[src/hdl/urx_pkg.sv]
// shared constants for the receive level and flow character block
package urx_pkg;
  localparam int ADDR_W = 6;
  // word indices on the bus, byte address is four times the index
  localparam logic [5:0] IDX_RX_COUNT = 6'h00;
  localparam logic [5:0] IDX_RX_TRIG = 6'h01;
  localparam logic [5:0] IDX_STOP1 = 6'h02;
  localparam logic [5:0] IDX_STOP2 = 6'h03;
  localparam logic [5:0] IDX_RESUME1 = 6'h04;
  localparam logic [5:0] IDX_RESUME2 = 6'h05;
  localparam logic [5:0] IDX_FLOW_STAT = 6'h06;
  localparam logic [5:0] IDX_FLOW_SEL = 6'h07;
  localparam logic [5:0] IDX_IRQ_STAT = 6'h08;
  localparam logic [5:0] IDX_IRQ_MASK = 6'h09;
  localparam logic [5:0] IDX_LINE_STAT = 6'h0A;
  localparam logic [5:0] IDX_INT_STAT = 6'h0B;
  localparam logic [5:0] IDX_SCRATCH = 6'h0C;
  localparam logic [5:0] IDX_DIV_LOW = 6'h0D;
  localparam logic [5:0] IDX_DIV_HIGH = 6'h0E;
  localparam logic [5:0] IDX_DIV_FRAC = 6'h0F;
  localparam logic [5:0] IDX_MODEM_STAT = 6'h10;
  // reset values
  localparam logic [7:0] RST_ZERO = 8'h00;
  localparam logic [7:0] RST_LINE_STAT = 8'h60;
  localparam logic [7:0] RST_INT_STAT = 8'h01;
  localparam logic [7:0] RST_SCRATCH = 8'hFF;
  localparam logic [7:0] RST_DIV_LOW = 8'h01;
  // counts
  localparam logic [7:0] FIFO_DEPTH = 8'h40;
  // flow status bit positions
  localparam int FS_TX_RESUME = 3;
  localparam int FS_TX_STOP = 2;
  localparam int FS_RX_RESUME = 1;
  localparam int FS_RX_STOP = 0;
  // interrupt status bit positions
  localparam int IRQ_W = 3;
  localparam int IRQ_RX_TRIG = 0;
  localparam int IRQ_FLOW_RX = 1;
  localparam int IRQ_FLOW_TX = 2;
endpackage

[src/hdl/urx_block.sv]
// receive level counter, trigger, flow characters and their status
`timescale 1ns/1ps
module urx_block (
  input wire logic CLK,
  input wire logic RSTN,
  input wire logic [5:0] AVS_ADDRESS,
  input wire logic AVS_READ,
  input wire logic AVS_WRITE,
  input wire logic [31:0] AVS_WRITEDATA,
  output logic [31:0] AVS_READDATA,
  output logic AVS_WAITREQUEST,
  input wire logic RX_PUSH,
  input wire logic RX_POP,
  input wire logic TX_SENT_RESUME,
  input wire logic TX_SENT_STOP,
  input wire logic RX_GOT_RESUME,
  input wire logic RX_GOT_STOP,
  input wire logic [3:0] MODEM_IN,
  input wire logic [7:0] LINE_STATUS_IN,
  output logic [7:0] STOP_CHAR_FIRST,
  output logic [7:0] STOP_CHAR_SECOND,
  output logic [7:0] RESUME_CHAR_FIRST,
  output logic [7:0] RESUME_CHAR_SECOND,
  output logic [3:0] FLOW_SELECT,
  output logic [7:0] DIVISOR,
  output logic [7:0] DIVISOR_HIGH,
  output logic [7:0] DIVISOR_FRAC,
  output logic SER_TX,
  output logic IR_TX,
  output logic RTS_N,
  output logic DTR_N,
  output logic MEM_CLK,
  output logic MEM_SEL,
  output logic MEM_DATA,
  output logic IRQ
);
  logic rst_meta_r;
  logic rst_sync_r;
  logic rst_n;
  logic [3:0] modem_meta_r;
  logic [3:0] modem_sync_r;
  logic [3:0] modem_prev_r;
  logic [3:0] modem_chg_r;
  logic [7:0] rx_count_r;
  logic [7:0] rx_count_nxt;
  logic [7:0] rx_trig_r;
  logic [7:0] stop1_r;
  logic [7:0] stop2_r;
  logic [7:0] resume1_r;
  logic [7:0] resume2_r;
  logic [3:0] flow_sel_r;
  logic [3:0] flow_stat_r;
  logic [7:0] line_stat_r;
  logic [7:0] int_stat_r;
  logic [7:0] scratch_r;
  logic [7:0] div_low_r;
  logic [7:0] div_high_r;
  logic [7:0] div_frac_r;
  logic [urx_pkg::IRQ_W-1:0] irq_stat_r;
  logic [urx_pkg::IRQ_W-1:0] irq_mask_r;
  logic [urx_pkg::IRQ_W-1:0] irq_evt;
  logic ack_r;
  logic [31:0] rdata_r;
  logic [31:0] rdata_nxt;
  logic wr_go;
  logic rd_go;
  logic flow_off;
  logic trig_hit;
  logic [7:0] wb;
  logic [1:0] modem_warm_r;
  logic [3:0] modem_delta;
  logic [3:0] flow_keep;
  logic rd_flow_hit;
  logic rd_modem_hit;

  // reset release through two flip-flops
  always_ff @(posedge CLK or negedge RSTN) begin
    if (!RSTN) begin
      rst_meta_r <= 1'b0;
      rst_sync_r <= 1'b0;
    end else begin
      rst_meta_r <= 1'b1;
      rst_sync_r <= rst_meta_r;
    end
  end
  assign rst_n = rst_sync_r;

  // bus: every access answered one cycle after it appears
  assign AVS_WAITREQUEST = (AVS_READ | AVS_WRITE) & ~ack_r;
  assign wr_go = AVS_WRITE & ack_r;
  assign rd_go = AVS_READ & ack_r;
  assign wb = AVS_WRITEDATA[7:0];
  assign rd_flow_hit = rd_go && (AVS_ADDRESS == urx_pkg::IDX_FLOW_STAT);
  assign rd_modem_hit = rd_go && (AVS_ADDRESS == urx_pkg::IDX_MODEM_STAT);

  always_ff @(posedge CLK or negedge rst_n) begin
    if (!rst_n) begin
      ack_r <= 1'b0;
    end else begin
      ack_r <= (AVS_READ | AVS_WRITE) & ~ack_r;
    end
  end

  // modem inputs synchronised
  always_ff @(posedge CLK or negedge rst_n) begin
    if (!rst_n) begin
      modem_meta_r <= 4'h0;
      modem_sync_r <= 4'h0;
    end else begin
      modem_meta_r <= MODEM_IN;
      modem_sync_r <= modem_meta_r;
    end
  end

  // change history trusted only once synchroniser and history hold real levels
  always_ff @(posedge CLK or negedge rst_n) begin
    if (!rst_n) begin
      modem_warm_r <= 2'h0;
    end else if (modem_warm_r != 2'h3) begin
      modem_warm_r <= modem_warm_r + 2'h1;
    end
  end
  assign modem_delta = (modem_warm_r == 2'h3) ? (modem_sync_r ^ modem_prev_r) : 4'h0;

  // modem change bits, cleared by reset and by read, a new change wins
  always_ff @(posedge CLK or negedge rst_n) begin
    if (!rst_n) begin
      modem_prev_r <= 4'h0;
      modem_chg_r <= 4'h0;
    end else begin
      modem_prev_r <= modem_sync_r;
      if (rd_modem_hit) begin
        modem_chg_r <= (modem_chg_r & ~rdata_r[3:0]) | modem_delta;
      end else begin
        modem_chg_r <= modem_chg_r | modem_delta;
      end
    end
  end

  // receive fifo level counter
  always_comb begin
    rx_count_nxt = rx_count_r;
    if (RX_PUSH && !RX_POP && rx_count_r < urx_pkg::FIFO_DEPTH) begin
      rx_count_nxt = rx_count_r + 8'h01;
    end else if (RX_POP && !RX_PUSH && rx_count_r != 8'h00) begin
      rx_count_nxt = rx_count_r - 8'h01;
    end
  end

  always_ff @(posedge CLK or negedge rst_n) begin
    if (!rst_n) begin
      rx_count_r <= urx_pkg::RST_ZERO;
    end else begin
      rx_count_r <= rx_count_nxt;
    end
  end

  // rises to trigger level
  assign trig_hit = (rx_count_nxt == rx_trig_r) && (rx_count_nxt > rx_count_r);

  // receive trigger level, values above the fifo depth clamp to it
  always_ff @(posedge CLK or negedge rst_n) begin
    if (!rst_n) begin
      rx_trig_r <= urx_pkg::RST_ZERO;
    end else if (wr_go && AVS_ADDRESS == urx_pkg::IDX_RX_TRIG) begin
      rx_trig_r <= (wb > urx_pkg::FIFO_DEPTH) ? urx_pkg::FIFO_DEPTH : wb;
    end
  end

  // stop and resume characters for software flow control
  always_ff @(posedge CLK or negedge rst_n) begin
    if (!rst_n) begin
      stop1_r <= urx_pkg::RST_ZERO;
      stop2_r <= urx_pkg::RST_ZERO;
      resume1_r <= urx_pkg::RST_ZERO;
      resume2_r <= urx_pkg::RST_ZERO;
    end else if (wr_go) begin
      unique case (AVS_ADDRESS)
        urx_pkg::IDX_STOP1: stop1_r <= wb;
        urx_pkg::IDX_STOP2: stop2_r <= wb;
        urx_pkg::IDX_RESUME1: resume1_r <= wb;
        urx_pkg::IDX_RESUME2: resume2_r <= wb;
        default: begin
        end
      endcase
    end
  end

  // flow select, all zero turns software flow control off
  always_ff @(posedge CLK or negedge rst_n) begin
    if (!rst_n) begin
      flow_sel_r <= 4'h0;
    end else if (wr_go && AVS_ADDRESS == urx_pkg::IDX_FLOW_SEL) begin
      flow_sel_r <= wb[3:0];
    end
  end

  // scratch register
  always_ff @(posedge CLK or negedge rst_n) begin
    if (!rst_n) begin
      scratch_r <= urx_pkg::RST_SCRATCH;
    end else if (wr_go && AVS_ADDRESS == urx_pkg::IDX_SCRATCH) begin
      scratch_r <= wb;
    end
  end

  // divisor bytes
  always_ff @(posedge CLK or negedge rst_n) begin
    if (!rst_n) begin
      div_low_r <= urx_pkg::RST_DIV_LOW;
      div_high_r <= urx_pkg::RST_ZERO;
      div_frac_r <= urx_pkg::RST_ZERO;
    end else if (wr_go) begin
      unique case (AVS_ADDRESS)
        urx_pkg::IDX_DIV_LOW: div_low_r <= wb;
        urx_pkg::IDX_DIV_HIGH: div_high_r <= wb;
        urx_pkg::IDX_DIV_FRAC: div_frac_r <= wb;
        default: begin
        end
      endcase
    end
  end

  // interrupt mask
  always_ff @(posedge CLK or negedge rst_n) begin
    if (!rst_n) begin
      irq_mask_r <= '0;
    end else if (wr_go && AVS_ADDRESS == urx_pkg::IDX_IRQ_MASK) begin
      irq_mask_r <= wb[urx_pkg::IRQ_W-1:0];
    end
  end

  // flow character status
  assign flow_off = (flow_sel_r == 4'h0);
  // a read clears only what it returned, so an event after capture survives
  assign flow_keep = flow_stat_r & ~rdata_r[3:0];

  always_ff @(posedge CLK or negedge rst_n) begin
    if (!rst_n) begin
      flow_stat_r <= 4'h0;
    end else if (flow_off) begin
      flow_stat_r <= 4'h0;
    end else begin
      if (TX_SENT_RESUME) begin
        flow_stat_r[urx_pkg::FS_TX_RESUME] <= 1'b1;
        flow_stat_r[urx_pkg::FS_TX_STOP] <= 1'b0;
      end else if (TX_SENT_STOP) begin
        flow_stat_r[urx_pkg::FS_TX_STOP] <= 1'b1;
        flow_stat_r[urx_pkg::FS_TX_RESUME] <= 1'b0;
      end else if (rd_flow_hit) begin
        flow_stat_r[urx_pkg::FS_TX_RESUME] <= flow_keep[urx_pkg::FS_TX_RESUME];
        flow_stat_r[urx_pkg::FS_TX_STOP] <= flow_keep[urx_pkg::FS_TX_STOP];
      end
      if (RX_GOT_RESUME) begin
        flow_stat_r[urx_pkg::FS_RX_RESUME] <= 1'b1;
        flow_stat_r[urx_pkg::FS_RX_STOP] <= 1'b0;
      end else if (RX_GOT_STOP) begin
        flow_stat_r[urx_pkg::FS_RX_STOP] <= 1'b1;
        flow_stat_r[urx_pkg::FS_RX_RESUME] <= 1'b0;
      end else if (rd_flow_hit) begin
        flow_stat_r[urx_pkg::FS_RX_RESUME] <= flow_keep[urx_pkg::FS_RX_RESUME];
        flow_stat_r[urx_pkg::FS_RX_STOP] <= flow_keep[urx_pkg::FS_RX_STOP];
      end
    end
  end

  // line status mirror, one cycle behind its input
  always_ff @(posedge CLK or negedge rst_n) begin
    if (!rst_n) begin
      line_stat_r <= urx_pkg::RST_LINE_STAT;
    end else begin
      line_stat_r <= LINE_STATUS_IN;
    end
  end

  // interrupt status, bit 0 high while no interrupt is pending
  always_ff @(posedge CLK or negedge rst_n) begin
    if (!rst_n) begin
      int_stat_r <= urx_pkg::RST_INT_STAT;
    end else begin
      int_stat_r <= {7'h00, ~IRQ};
    end
  end

  // sticky interrupt status, write one to clear, set wins
  assign irq_evt[urx_pkg::IRQ_RX_TRIG] = trig_hit;
  assign irq_evt[urx_pkg::IRQ_FLOW_RX] = ~flow_off & (RX_GOT_RESUME | RX_GOT_STOP);
  assign irq_evt[urx_pkg::IRQ_FLOW_TX] = ~flow_off & (TX_SENT_RESUME | TX_SENT_STOP);

  genvar gi;
  generate
    for (gi = 0; gi < urx_pkg::IRQ_W; gi = gi + 1) begin : g_irq
      always_ff @(posedge CLK or negedge rst_n) begin
        if (!rst_n) begin
          irq_stat_r[gi] <= 1'b0;
        end else if (irq_evt[gi]) begin
          irq_stat_r[gi] <= 1'b1;
        end else if (wr_go && AVS_ADDRESS == urx_pkg::IDX_IRQ_STAT && wb[gi]) begin
          irq_stat_r[gi] <= 1'b0;
        end
      end
    end
  endgenerate

  assign IRQ = |(irq_stat_r & irq_mask_r);

  // read mux, write-only registers read zero
  always_comb begin
    rdata_nxt = 32'h0000_0000;
    unique case (AVS_ADDRESS)
      urx_pkg::IDX_RX_COUNT: rdata_nxt[7:0] = rx_count_r;
      urx_pkg::IDX_FLOW_STAT: rdata_nxt[7:0] = {4'h0, flow_stat_r};
      urx_pkg::IDX_FLOW_SEL: rdata_nxt[3:0] = flow_sel_r;
      urx_pkg::IDX_IRQ_STAT: rdata_nxt[urx_pkg::IRQ_W-1:0] = irq_stat_r;
      urx_pkg::IDX_IRQ_MASK: rdata_nxt[urx_pkg::IRQ_W-1:0] = irq_mask_r;
      urx_pkg::IDX_LINE_STAT: rdata_nxt[7:0] = line_stat_r;
      urx_pkg::IDX_INT_STAT: rdata_nxt[7:0] = int_stat_r;
      urx_pkg::IDX_SCRATCH: rdata_nxt[7:0] = scratch_r;
      urx_pkg::IDX_DIV_LOW: rdata_nxt[7:0] = div_low_r;
      urx_pkg::IDX_DIV_HIGH: rdata_nxt[7:0] = div_high_r;
      urx_pkg::IDX_DIV_FRAC: rdata_nxt[7:0] = div_frac_r;
      urx_pkg::IDX_MODEM_STAT: rdata_nxt[7:0] = {modem_sync_r, modem_chg_r};
      default: rdata_nxt = 32'h0000_0000;
    endcase
  end

  always_ff @(posedge CLK or negedge rst_n) begin
    if (!rst_n) begin
      rdata_r <= 32'h0000_0000;
    end else if (AVS_READ && !ack_r) begin
      rdata_r <= rdata_nxt;
    end
  end

  assign AVS_READDATA = rdata_r;
  assign STOP_CHAR_FIRST = stop1_r;
  assign STOP_CHAR_SECOND = stop2_r;
  assign RESUME_CHAR_FIRST = resume1_r;
  assign RESUME_CHAR_SECOND = resume2_r;
  assign FLOW_SELECT = flow_sel_r;
  assign DIVISOR = div_low_r;
  assign DIVISOR_HIGH = div_high_r;
  assign DIVISOR_FRAC = div_frac_r;

  // serial pins idle state after reset
  always_ff @(posedge CLK or negedge rst_n) begin
    if (!rst_n) begin
      SER_TX <= 1'b1;
      RTS_N <= 1'b1;
      DTR_N <= 1'b1;
      IR_TX <= 1'b0;
      MEM_CLK <= 1'b0;
      MEM_SEL <= 1'b0;
      MEM_DATA <= 1'b0;
    end else begin
      SER_TX <= 1'b1;
      RTS_N <= 1'b1;
      DTR_N <= 1'b1;
      IR_TX <= 1'b0;
      MEM_CLK <= 1'b0;
      MEM_SEL <= 1'b0;
      MEM_DATA <= 1'b0;
    end
  end
endmodule

[config.mk]
export PLATFORM = sky130hd
export DESIGN_NAME = urx_block
export DESIGN_NICKNAME = d
export VERILOG_FILES = /design/src/hdl/urx_pkg.sv /design/src/hdl/urx_block.sv
export SDC_FILE = /design/constraint.sdc
export NUM_CORES = 1
export LEC_CHECK = 0
export BUFFER_PORTS_ARGS = -buffer_cell sky130_fd_sc_hd__buf_4
export CAP_MARGIN = 0
export CORE_MARGIN = 2
export CORE_UTILIZATION = 40
export DETAILED_ROUTE_END_ITERATION = 6
export HOLD_SLACK_MARGIN = 0.12
export PLACE_DENSITY = 0.76
export SYNTH_ARGS = -nofsm -noshare
export SYNTH_HDL_FRONTEND = slang
export SYNTH_SLANG_ARGS = --single-unit
[constraint.sdc]
create_clock -name CLK -period 4.3 [get_ports CLK]
set_clock_uncertainty 0.1 [all_clocks]
set_input_delay 0.43 -clock CLK [delete_from_list [all_inputs] [get_ports CLK]]
set_output_delay 0.43 -clock CLK [all_outputs]
set_load 0.05 [all_outputs]
==> flow_summary.json <==
{
  "worstReg2RegEnd": "irq_stat_r[0]",
  "final_cell_mix": "dfrtp_1 (119), buf_4 (119), mux2_2 (75), nand2_1 (45), conb_1 (32)",
  "timing.rr.start": "rx_count_r[5]",
  "critical_path_cell_count": 13,
  "port_buffers": 105,
  "cp_slowest_cell": "or4_1",
  "die_area_um2": 16900,
  "crit_top_cell": "nor2_1",
  "netlist_area_um2": 6340,
  "setup.worst_path.end_class": "register",
  "synth_warnings": 0,
  "finalCriticalPeriod_ns": 4.08,
  "drive_above_1_share": 0.373,
  "clock_path_buffers": 2,
  "post-route-util": 0.515,
  "maxSlewHeadroom": 0.217,
  "cap_violations": 0,
  "cp_data_arrival_time_ns": 4.28,
  "crit_required_ns": 4.50,
  "antennaDiodeCount": 0,
  "dpl.cell_count": 842,
  "slowest_delay_ns": 0.59,
  "grt_pass1_vias": 4749,
  "ant_nets": 0,
  "worst-path-buf-inv": 1,
  "clkSlewWorstSetupHoldPaths_ns": 0.06,
  "fin_nets": 735,
  "hold_viol": 0,
  "crit_end": "irq_stat_r[0]",
  "synth_top_area_share": 0.473,
  "fmax_mhz": 245,
  "syn_area_per_cell_um2": 11.8,
  "htreeDepth": 4,
  "start_kind": "register",
  "area_growth_pct": 27.6,
  "grt-ovfl-total": 0,
  "nFillCells": 1323,
  "rr_worst_depth": 13,
  "p_leak_nw": 3.80,
  "async_reset_ff_frac": 1.00,
  "ios": 161,
  "path_cells": "or4_1 -> nor4b_4 -> buf_4 -> nor2_1 -> nor2_1 -> xnor2_1 -> ha_1 -> nand4_1 -> o22ai_1 -> a2111oi_2 -> o2111ai_1 -> or4_4 -> o41ai_2",
  "crit_fanout": 9,
  "path_class": "register to register",
  "clock_latency_ns": 0.42,
  "vias_per_cell": 5.31,
  "grt_max_degree": 71,
  "pwr_density_cell_nw_per_um2": 523,
  "peakVddDrop_uv": 335,
  "synth.largest_area_cell": "dfrtp_1",
  "finalWirelength_um": 16100,
  "status": "completed",
  "yosysSeqAreaShare": 0.523,
  "drc_errors": 0,
  "vias": 4734,
  "fin_setup_tns_ns": 0,
  "first_iter_violations": 299,
  "coreArea_um2": 15700,
  "synthFlopType": "dfrtp_1",
  "rsz0062_at_grt": "no",
  "cts_root_buffer": "clkbuf_16",
  "synth_seq_cells": 132,
  "synth.distinct_cells": 60,
  "gp_congestion": 0.858,
  "post-route-period-util": 0.949,
  "hpwl_um": 11400,
  "reg2reg_slack_ns": 0.22,
  "slew_viol_final": 0,
  "p_total_w": 0.00423,
  "synth_cells": 539,
  "synth_edf_count": 0,
  "grt_pass1_wl_um": 25800,
  "cpLargestDelayFamily": "simple AND/OR/NAND/NOR gates",
  "cts_tree": "built",
  "tightest_slew_ns": 1.16,
  "setup.worst_path.start": "rx_count_r[5]",
  "setup_violations": 0,
  "num_rows": 46,
  "cts.sinks": 132,
  "grt.total_usage": 0.200,
  "drtPass1Iterations": 6,
  "antenna_found_initial": 0,
  "wl_per_cell_um": 18.0,
  "cts-buffers-inserted": 17,
  "holdCritStartpoint": "RX_GOT_STOP",
  "fin_cells": 892,
  "start_util": 0.404,
  "synth_area_leaders": "dfrtp_1 (47%), mux2_2 (13%), dfstp_2 (5.0%)",
  "die_h_um": 130,
  "holdCritPathClass": "primary input to register",
  "die_w_um": 130
}
cells by family after synthesis:
| group | count (synthesis) | share of synthesized area |
|---|---|---|
| simple gates | 136 | 0.109 |
| flops | 132 | 0.523 |
| mux | 87 | 0.163 |
| compound gates | 82 | 0.0951 |
| buf+inv | 72 | 0.0631 |
| xor+xnor | 16 | 0.0221 |
| fa+ha+maj | 12 | 0.0237 |
| other cells | 2 | 0.00118 |
synth_stat cells, drive strengths merged, types with 6 or more instances:
cell    count
clkbuf     19
xor2        7
a21oi      14
buf        40
xnor2       9
mux2       76
nand3      14
inv        13
nand2      45
mux2i       6
nor3       13
dfrtp     120
nor2       26
a22o       13
o21ai      14
dfstp      12
nor2b       7
ha         12
through the flow:
step	setup WS (ns)	hold WS (ns)	instance area, um^2
2_1_floorplan	0.271	0.0344	6460
3_3_place_gp	0.00396	0.113	7260
3_5_place_dp	0.0179	0.116	7260
4_1_cts	0.128	0.202	8070
5_1_grt	0.00293	0.217	8100
6_report	0.219	0.215	8100
report_power, final:
part | leakage [nW] | internal [W] | switching (W)
Sequential | 1.67 | 0.00137 | 0.000127
Combinational | 1.81 | 0.000422 | 0.000711
Clock | 0.314 | 0.00106 | 0.000540
Total | 3.80 | 0.00286 | 0.00138
area by class of cell:
| class | instances | area, um^2 | area share |
|---|---|---|---|
| Timing Repair Buffer | 134 | 1040 | 0.129 |
| Clock buffer | 21 | 460 | 0.0569 |
| Sequential cell | 132 | 3320 | 0.410 |
| Inverter | 13 | 48.8 | 0.00603 |
| Tap cell | 216 | 270 | 0.0334 |
| Multi-Input combinational cell | 365 | 2750 | 0.340 |
| Clock inverter | 11 | 200 | 0.0247 |
metal layers:
layer  track usage  share of wire  up-vias
met4        0.0727          0.017        0
met3        0.0681          0.083       25
li1              -              -     2137
met2         0.314           0.47      208
met5             0              0        -
met1         0.259           0.43     2364
how the worst min path moves through the flow:
stage               endpoint  slack, ns  cells after the start
2_1_floorplan     rst_meta_r       0.03                      0
3_3_place_gp      rst_meta_r       0.11                      1
3_5_place_dp           rst_n       0.12                      1
4_1_cts         rx_trig_r[4]       0.20                      3
5_1_grt                rst_n       0.22                      2
6_report       irq_stat_r[1]       0.21                      3
worst reg2reg max path, delay by kind of cell, from the launching register on:
kind | cells | cell delay (ns)
AOI/OAI and AO/OA | 4 | 0.93
adders and majority gates | 1 | 0.29
and+or+nand+nor | 6 | 1.78
DFF | 1 | 0.47
buffers and inverters | 1 | 0.20
xor gates and xnor gates | 1 | 0.20
timing repair:
item	in CTS	in global routing
endpoints found under the setup margin	0	1
gates resized for setup	0	2
setup buffers	0	3
hold buffers	15	0
hold endpoints to repair	16	0
Note: power is estimated with default switching activity, not from simulation.
